$ cat config.mk
export PLATFORM = sky130hd
export DESIGN_NAME = rtcs_special_regs
export DESIGN_NICKNAME = d
export VERILOG_FILES = /design/src/core/rtcs_pkg.sv /design/src/core/rtcs_special_regs.sv /design/src/core/rtcs_edge_sync.sv
export SDC_FILE = /design/constraint.sdc
export NUM_CORES = 1
export LEC_CHECK = 0
export BUFFER_PORTS_ARGS = -buffer_cell sky130_fd_sc_hd__buf_2
export CAP_MARGIN = 10
export CORE_MARGIN = 2
export CORE_UTILIZATION = 40
export CTS_CLUSTER_DIAMETER = 200
export DETAILED_ROUTE_END_ITERATION = 16
export GPL_ROUTABILITY_DRIVEN = 1
export PLACE_DENSITY = 0.66
export SKIP_CTS_REPAIR_TIMING = 1
export SLEW_MARGIN = 0
export SYNTH_ARGS = -nofsm -noshare
export SYNTH_HDL_FRONTEND = slang
export SYNTH_HIERARCHICAL = 1
export SYNTH_SLANG_ARGS = --single-unit
$ cat constraint.sdc
create_clock -name mclk -period 7.5 [get_ports mclk]
set_input_delay 1.125 -clock mclk [delete_from_list [all_inputs] [get_ports mclk]]
set_output_delay 1.125 -clock mclk [all_outputs]
set_load 0.05 [all_outputs]
$ cat src/core/rtcs_pkg.sv
/*
  Shared constants for the clock's special-purpose registers: register
  pointers, field positions, reset values, charger codes, divider sizes
  and the oscillator stop timeout.
  Assumes a 40 MHz system clock and a 32768 Hz oscillator input.
*/
package rtcs_pkg;

  // Register pointers
  localparam logic [7:0] PTR_ZERO = 8'h00;
  localparam logic [7:0] PTR_CTRL = 8'h07;
  localparam logic [7:0] PTR_CHG  = 8'h08;
  localparam logic [7:0] PTR_FLAG = 8'h09;

  // Control register fields
  localparam int         CTRL_LEVEL_BIT = 7;
  localparam int         CTRL_TONE_BIT  = 6;
  localparam int         CTRL_SIGN_BIT  = 5;
  localparam int         TRIM_W         = 5;
  localparam logic [7:0] CTRL_RESET     = 8'h80;

  // Charge-select register fields and codes
  localparam logic [7:0] CHG_RESET  = 8'h00;
  localparam logic [3:0] CHG_KEY    = 4'hA;
  localparam logic [1:0] DIODE_NONE = 2'h1;
  localparam logic [1:0] DIODE_ONE  = 2'h2;
  localparam logic [1:0] RES_OFF    = 2'h0;
  localparam logic [1:0] RES_250    = 2'h1;
  localparam logic [1:0] RES_2K     = 2'h2;
  localparam logic [1:0] RES_4K     = 2'h3;

  // Flag register
  localparam int         FLAG_BIT   = 7;
  localparam logic       FLAG_RESET = 1'b1;

  // Divider chain: tone /64, prescale /256, stage /128 gives one second
  localparam int         TONE_W       = 6;
  localparam int         PRE_W        = 8;
  localparam int         STAGE_W      = 7;
  localparam logic [7:0] BLANK_CYCLES = 8'h80;
  localparam logic [5:0] SEC_LAST     = 6'h3B;
  localparam logic [5:0] ADJ_SECOND   = 6'h00;
  localparam logic [5:0] CAL_MIN_LIM  = 6'h3E;

  // Oscillator stop detection
  localparam int MCLK_PERIOD_NS   = 25;
  localparam int OSC_STOP_TIME_NS = 100000;
  localparam int OSC_STOP_CYCLES  = OSC_STOP_TIME_NS / MCLK_PERIOD_NS;
  localparam int STOP_W           = 12;

  // Calibration sequencer; one bit changes per step except done back to wait
  typedef enum logic [1:0] {
    CS_WAIT = 2'h0,
    CS_ADJ  = 2'h1,
    CS_DONE = 2'h3
  } rtcs_cal_t;

endpackage

$ cat src/core/rtcs_special_regs.sv
/*
  Control, charge-select and halt-flag registers of a serial real-time
  clock, the oscillator divider chain with digital calibration, the
  test/level pin, the charger switch decode and oscillator stop sensing.
  Assumes a serial-bus slave outside that loads the pointer and issues
  one write or read strobe per data byte, and timekeeping outside that
  owns pointers 00h to 06h and consumes the one-second tick.
*/
`timescale 1ns/1ps
`default_nettype none

module rtcs_special_regs (
  // Clock and reset
  input  wire logic       mclk,
  input  wire logic       rst_n,
  // Oscillator pin and its disable bit from register 0
  input  wire logic       osc_clk,
  input  wire logic       osc_disable_n,
  output logic            osc_enable,
  // Byte access from the serial slave
  input  wire logic       ptr_load,
  input  wire logic [7:0] ptr_value,
  input  wire logic       wr_stb,
  input  wire logic [7:0] wr_data,
  input  wire logic       rd_stb,
  output logic      [7:0] reg_ptr,
  output logic      [7:0] rd_data,
  // Test/level pin and timekeeping tick
  output logic            test_level_pin,
  output logic            sec_tick,
  // Charger switches
  output logic            chg_enable,
  output logic            chg_diode,
  output logic            chg_res_250,
  output logic            chg_res_2k,
  output logic            chg_res_4k,
  // Status
  output logic            halt_flag
);

  logic                             osc_rise;
  logic                             osc_edge;
  logic                             ctrl_wr;
  logic                             flag_clr;
  logic                             halt_evt;
  logic                             adj_now;
  logic [7:0]                       ptr_q,   ptr_d;
  logic [7:0]                       ctrl_q,  ctrl_d;
  logic [7:0]                       chg_q,   chg_d;
  logic                             flag_q,  flag_d;
  logic [7:0]                       rdat_q,  rdat_d;
  logic                             run_q,   run_d;
  logic [rtcs_pkg::STOP_W-1:0]      idle_q,  idle_d;
  logic [rtcs_pkg::TONE_W-1:0]      tone_q,  tone_d;
  logic [rtcs_pkg::PRE_W-1:0]       pre_q,   pre_d;
  logic [rtcs_pkg::STAGE_W-1:0]     stage_q, stage_d;
  logic [7:0]                       blank_q, blank_d;
  logic [5:0]                       sec_q,   sec_d;
  logic [5:0]                       min_q,   min_d;
  logic                             tick_q,  tick_d;
  rtcs_pkg::rtcs_cal_t              cal_q,   cal_d;
  logic                             pin_q,   pin_d;
  logic [4:0]                       sw_q,    sw_d;

  // Oscillator arrives from a pin, so it crosses two flops first
  rtcs_edge_sync u_osc_sync (
    .mclk     (mclk),
    .rst_n    (rst_n),
    .async_in (osc_clk),
    .level    (),
    .rise     (osc_rise)
  );

  // Edges are ignored while software holds the oscillator off
  assign osc_enable = ~osc_disable_n;
  assign osc_edge   = osc_rise & ~osc_disable_n;
  assign ctrl_wr    = wr_stb && (ptr_q == rtcs_pkg::PTR_CTRL);
  assign flag_clr   = wr_stb && (ptr_q == rtcs_pkg::PTR_FLAG) && !wr_data[rtcs_pkg::FLAG_BIT];

  // Stop sensing: no edge within the timeout, or disabled, means stopped
  always_comb begin
    run_d  = run_q;
    idle_d = idle_q;
    if (osc_disable_n) begin
      run_d  = 1'b0;
      idle_d = '0;
    end else if (osc_edge) begin
      run_d  = 1'b1;
      idle_d = '0;
    end else if (idle_q == rtcs_pkg::STOP_W'(rtcs_pkg::OSC_STOP_CYCLES - 1)) begin
      run_d  = 1'b0;
    end else begin
      idle_d = idle_q + 1'b1;
    end
  end

  // Only the falling edge of the run state counts, never the level
  assign halt_evt = run_q && !run_d;

  always_ff @(posedge mclk or negedge rst_n) begin
    if (!rst_n) begin
      run_q  <= 1'b0;
      idle_q <= '0;
    end else begin
      run_q  <= run_d;
      idle_q <= idle_d;
    end
  end

  // Register file, pointer and read data
  always_comb begin
    ptr_d  = ptr_q;
    ctrl_d = ctrl_q;
    chg_d  = chg_q;
    flag_d = flag_q;
    if (ptr_load) begin
      ptr_d = ptr_value;
    end else if (wr_stb || rd_stb) begin
      if (ptr_q == rtcs_pkg::PTR_CTRL || ptr_q == rtcs_pkg::PTR_FLAG) begin
        ptr_d = rtcs_pkg::PTR_ZERO;
      end else begin
        ptr_d = ptr_q + 8'h01;
      end
    end
    if (ctrl_wr) begin
      ctrl_d = wr_data;
    end
    if (wr_stb && ptr_q == rtcs_pkg::PTR_CHG) begin
      chg_d = wr_data;
    end
    // Writing 1 is a no-op; a stop event in the clear cycle still wins
    if (flag_clr) begin
      flag_d = 1'b0;
    end
    if (halt_evt) begin
      flag_d = 1'b1;
    end
    case (ptr_q)
      rtcs_pkg::PTR_CTRL: rdat_d = ctrl_q;
      rtcs_pkg::PTR_CHG:  rdat_d = chg_q;
      rtcs_pkg::PTR_FLAG: rdat_d = {flag_q, 7'h00};
      default:            rdat_d = 8'h00;
    endcase
  end

  always_ff @(posedge mclk or negedge rst_n) begin
    if (!rst_n) begin
      ptr_q  <= rtcs_pkg::PTR_ZERO;
      ctrl_q <= rtcs_pkg::CTRL_RESET;
      chg_q  <= rtcs_pkg::CHG_RESET;
      flag_q <= rtcs_pkg::FLAG_RESET;
      rdat_q <= 8'h00;
    end else begin
      ptr_q  <= ptr_d;
      ctrl_q <= ctrl_d;
      chg_q  <= chg_d;
      flag_q <= flag_d;
      rdat_q <= rdat_d;
    end
  end

  // Second counts inside the minute and minute inside the 64-minute cycle
  assign adj_now = (sec_q == rtcs_pkg::ADJ_SECOND)
                   && (min_q < {ctrl_q[rtcs_pkg::TRIM_W-1:0], 1'b0})
                   && (min_q < rtcs_pkg::CAL_MIN_LIM);

  // Divider chain with calibration at the /256 prescaler
  always_comb begin
    logic [rtcs_pkg::STAGE_W:0] sum;
    logic                       pos;
    sum     = '0;
    pos     = ctrl_q[rtcs_pkg::CTRL_SIGN_BIT];
    tone_d  = tone_q;
    pre_d   = pre_q;
    stage_d = stage_q;
    blank_d = blank_q;
    sec_d   = sec_q;
    min_d   = min_q;
    cal_d   = cal_q;
    tick_d  = 1'b0;
    if (cal_q == rtcs_pkg::CS_WAIT && adj_now) begin
      cal_d   = rtcs_pkg::CS_ADJ;
      blank_d = 8'h00;
    end
    if (ctrl_wr) begin
      tone_d  = '0;
      pre_d   = '0;
      stage_d = '0;
      cal_d   = rtcs_pkg::CS_WAIT;
    end else if (osc_edge) begin
      // Tone tapped before any blanking or insertion
      tone_d = tone_q + 1'b1;
      if (cal_q == rtcs_pkg::CS_ADJ && !pos) begin
        blank_d = blank_q + 8'h01;
        if (blank_q == rtcs_pkg::BLANK_CYCLES - 8'h01) begin
          cal_d = rtcs_pkg::CS_DONE;
        end
      end else begin
        pre_d = pre_q + 1'b1;
        if (&pre_q) begin
          // A double step into the next stage inserts 256 cycles
          if (cal_q == rtcs_pkg::CS_ADJ && pos) begin
            sum   = {1'b0, stage_q} + (rtcs_pkg::STAGE_W+1)'(2);
            cal_d = rtcs_pkg::CS_DONE;
          end else begin
            sum = {1'b0, stage_q} + (rtcs_pkg::STAGE_W+1)'(1);
          end
          stage_d = sum[rtcs_pkg::STAGE_W-1:0];
          if (sum[rtcs_pkg::STAGE_W]) begin
            tick_d = 1'b1;
            cal_d  = rtcs_pkg::CS_WAIT;
            if (sec_q == rtcs_pkg::SEC_LAST) begin
              sec_d = 6'h00;
              min_d = min_q + 6'h01;
            end else begin
              sec_d = sec_q + 6'h01;
            end
          end
        end
      end
    end
  end

  always_ff @(posedge mclk or negedge rst_n) begin
    if (!rst_n) begin
      tone_q  <= '0;
      pre_q   <= '0;
      stage_q <= '0;
      blank_q <= 8'h00;
      sec_q   <= 6'h00;
      min_q   <= 6'h00;
      cal_q   <= rtcs_pkg::CS_WAIT;
      tick_q  <= 1'b0;
    end else begin
      tone_q  <= tone_d;
      pre_q   <= pre_d;
      stage_q <= stage_d;
      blank_q <= blank_d;
      sec_q   <= sec_d;
      min_q   <= min_d;
      cal_q   <= cal_d;
      tick_q  <= tick_d;
    end
  end

  // Pin and charger switches, all from flops to avoid glitches outside
  always_comb begin
    logic key_ok;
    logic dio_ok;
    logic res_ok;
    key_ok = (chg_q[7:4] == rtcs_pkg::CHG_KEY);
    dio_ok = (chg_q[3:2] == rtcs_pkg::DIODE_NONE)
             || (chg_q[3:2] == rtcs_pkg::DIODE_ONE);
    res_ok = (chg_q[1:0] != rtcs_pkg::RES_OFF);
    if (ctrl_q[rtcs_pkg::CTRL_TONE_BIT]) begin
      pin_d = tone_q[rtcs_pkg::TONE_W-1];
    end else begin
      pin_d = ctrl_q[rtcs_pkg::CTRL_LEVEL_BIT];
    end
    if (key_ok && dio_ok && res_ok) begin
      sw_d = {1'b1, chg_q[3:2] == rtcs_pkg::DIODE_ONE,
              chg_q[1:0] == rtcs_pkg::RES_250,
              chg_q[1:0] == rtcs_pkg::RES_2K,
              chg_q[1:0] == rtcs_pkg::RES_4K};
    end else begin
      sw_d = 5'h00;
    end
  end

  always_ff @(posedge mclk or negedge rst_n) begin
    if (!rst_n) begin
      pin_q <= 1'b1;
      sw_q  <= 5'h00;
    end else begin
      pin_q <= pin_d;
      sw_q  <= sw_d;
    end
  end

  assign test_level_pin = pin_q;
  assign {chg_enable, chg_diode, chg_res_250, chg_res_2k, chg_res_4k} = sw_q;
  assign sec_tick  = tick_q;
  assign halt_flag = flag_q;
  assign reg_ptr   = ptr_q;
  assign rd_data   = rdat_q;
endmodule // rtcs_special_regs

`default_nettype wire

$ cat src/core/rtcs_edge_sync.sv
/*
  Two-flop synchroniser with a rising-edge detector behind it.
  Assumes the input is asynchronous to mclk and much slower than it.
*/
`timescale 1ns/1ps
`default_nettype none

module rtcs_edge_sync (
  // Clock and reset
  input  wire logic mclk,
  input  wire logic rst_n,
  // Asynchronous level in
  input  wire logic async_in,
  // Synchronised level and its rising edge
  output logic      level,
  output logic      rise
);

  logic meta_q;
  logic meta_d;
  logic sync_q;
  logic sync_d;
  logic prev_q;
  logic prev_d;

  // Only the second stage reads the first one
  always_comb begin
    meta_d = async_in;
    sync_d = meta_q;
    prev_d = sync_q;
  end

  always_ff @(posedge mclk or negedge rst_n) begin
    if (!rst_n) begin
      meta_q <= 1'b0;
      sync_q <= 1'b0;
      prev_q <= 1'b0;
    end else begin
      meta_q <= meta_d;
      sync_q <= sync_d;
      prev_q <= prev_d;
    end
  end

  // Edge taken between synchronised stage and its delayed copy
  assign level = sync_q;
  assign rise  = sync_q & ~prev_q;

endmodule // rtcs_edge_sync

`default_nettype wire

==> results.py <==
metrics = {
    "run_status": {
        "status": "finished clean",
    },
    "grt": {
        "grt_use_total_pct": 16.04,
        "grt_use_met2_pct": 25.11,
        "grt-ovfl-total": 0,
        "busiest_layer": "met2",
        "antenna_found_initial": 0,
        "grt_start_max_net_pins": 64,
        "use_met3_pct": 5.249,
        "grtUsageMet1_pct": 21.57,
        "grt_pass1_vias": 3372,
        "grt_pass1_wl_um": 16370,
    },
    "synth": {
        "synth_ff_type": "dfrtp_1",
        "synthTopCellsByArea": "dfrtp_1, ha_1, nand2_1",
        "netlist_instances": 466,
        "synth_area_um2": 4782,
        "syn-num-nets": 506,
        "synth_common_cells": "dfrtp_1, nand2_1, nor2_1",
        "yosysWarnings": 6,
        "async_reset_ff_share_pct": 100.0,
        "yosysSeqAreaShare_pct": 51.88,
        "synth.most_common_cell": "dfrtp_1",
        "yosysTopAreaCellShare_pct": 50.24,
        "synth_edf_count": 0,
        "yosysTopAreaCell": "dfrtp_1",
        "ys_seq_elements": 99,
        "synth_cell_types": 58,
        "syn_area_per_cell_um2": 10.26,
    },
    "run": {
        "maxCapViolCount": 0,
    },
    "setup_path": {
        "crit_path_start_kind": "input port",
        "worstPathCellList": "buf_2 > nor2b_1 > nand2_1 > or4_4 > nor2_1 > mux2_1",
        "cp_slowest_cell": "or4_4",
        "reg2regPathDepth": 6,
        "crit_path_end_kind": "register",
        "rr_startpoint": "u_osc_sync/prev_q",
        "startpoint": "osc_disable_n",
        "path_max_fanout": 16,
        "ff2ff_setup_slack_ps": 4830,
        "worstSetupPathType": "input port to register",
        "cp.arrival_ps": 3220,
        "critical_path.max_stage_delay_ps": 720,
        "reg2reg_to": "min_q[1]",
        "worst_ep_required_time_ps": 7730,
    },
    "clocking": {
        "clk_pin_slew_ps": 60,
        "cts_buffer_depth": 2,
        "clk_latency_ps": 350,
        "htreeDepth": 3,
        "numCtsBuffers": 9,
        "tritoncts": "yes",
        "cts_root_buf": "clkbuf_16",
        "clock-sinks": 99,
    },
    "routing": {
        "routed_wl_um": 9777,
        "routedWlPerCell_um": 14.84,
        "drc": 0,
        "ant_nets": 0,
        "vias_per_cell": 5.338,
        "vias": 3518,
        "drt_iter0_drc": 208,
        "dr.pass1.iters": 4,
    },
    "placement": {
        "gp_congestion": 0.8069,
        "hpwl_um": 6882,
        "numPortBuffers": 47,
    },
    "pwr": {
        "ir_drop_v": 0.0001727,
        "p_leak_nw": 2.559,
        "powerDensity_nw_per_um2": 223.5,
    },
    "sta": {
        "fmax_ghz": 0.3343,
        "period_needed_ps": 2992,
        "tns_ps": 0,
        "worstMarginPinSlew_ps": 775.9,
        "setup_viol": 0,
        "hold_viol": 0,
        "relSlewSlack_pct": 48.27,
        "fin_worst_skew_ps": 8.884,
        "final_max_slew_viol_count": 0,
        "rsz0062_at_grt": "false",
        "period_share_pct": 39.89,
    },
    "finish": {
        "drive_above_1_share_pct": 17.05,
        "n_antenna_cell": 0,
        "area_growth_pct": 13.34,
        "n_fill_cell": 1048,
        "final_core_util_pct": 46.87,
        "nNetsFinal": 551,
    },
    "die": {
        "fp.dieH_um": 113.3,
        "initial_core_util_pct": 41.35,
        "pin_count": 48,
        "core_area_um2": 11560,
        "die-area_um2": 12850,
        "fp-row-count": 39,
        "fp.dieW_um": 113.3,
    },
    "min_path": {
        "hold_depth": 0,
        "hold_end": "u_osc_sync/level",
        "min_from": "u_osc_sync/meta_q",
        "hold_class": "register to register",
    },
}
## layout make-up
type	count	area [um2]	area share (%)
inverter	17	63.81	1.177
clock inverter	6	66.31	1.223
timing repair buffer	48	245.2	4.524
multi-input combinational	336	2156	39.77
clock buffer	10	229.0	4.224
sequential	99	2481	45.78
tap	143	178.9	3.301
## per-layer routing
metal / vias up / part of all wire, %
met1: 1735 / 46
li1: 1733 / -
met2: 42 / 48
met3: 8 / 4.3
met4: 0 / 1.3
met5: - / 0
## critical path, delay by kind of cell
family	cells	cell delay, ps
AND/OR/NAND/NOR	4	1610
multiplexers	1	350
buffers and inverters	1	130
## where the power goes
part / switching (W) / total [W] / internal, W
combinational: 0.0000800 / 0.000132 / 0.0000516
clock: 0.000202 / 0.000460 / 0.000259
sequential: 0.0000439 / 0.000619 / 0.000575
## per-stage QoR
stage                     std cells  total power [W]  hold slack (ps)  area (um2)  setup slack, ps
after global placement          643        0.0007537            342.5        5125             4246
after CTS                       659         0.001225            355.8        5420             4468
after floorplan                 466        0.0007121            331.2        4782             4727
final                           659         0.001211            351.1        5420             4508
after detailed placement        643        0.0007604            341.1        5125             4159
after global routing            659         0.001269            357.9        5420             4340
## cells in the final DEF (no fill, tap or decap), drive strengths merged, types with 14 or more instances in the layout
cell   synthesis  final
buf            6     48
dfrtp         96     96
ha            17     17
inv           17     17
nand2         56     56
nand3         16     16
nand4         18     18
nor2          45     45
o21ai         25     25
xnor2         14     14
xor2          21     21
## flip-flops by register name, summed over array words and instances, names as in the netlist
register           count
idle_q                12
run_q                  1
cal_q                  2
pre_q                  8
u_osc_sync/meta_q      1
rd_data                8
sw_q                   5
sec_q                  6
stage_q                7
chg_q                  8
test_level_pin         1
blank_q                8
min_q                  6
reg_ptr                8
tone_q                 6
u_osc_sync/level       1
halt_flag              1
ctrl_q                 8
u_osc_sync/prev_q      1
sec_tick               1
## logic make-up after synthesis
group                      after synthesis  synth area share [%]
muxes                                   14                 3.244
xor gates and xnor gates                35                 6.410
AOI/OAI and AO/OA                       70                 9.420
and+or+nand+nor                        200                 21.56
adders and majority gates               17                 4.448
buffers and inverters                   31                 3.035
DFF                                     99                 51.88
## how the worst max path moves through the flow
| stage | end | slack [ps] |
|---|---|---|
| after floorplan | min_q[1] | 4730 |
| after global placement | min_q[1] | 4250 |
| after detailed placement | min_q[1] | 4160 |
| after CTS | min_q[1] | 4470 |
| after global routing | min_q[1] | 4340 |
| final | min_q[1] | 4510 |
Note: power is estimated with default switching activity, not from simulation.
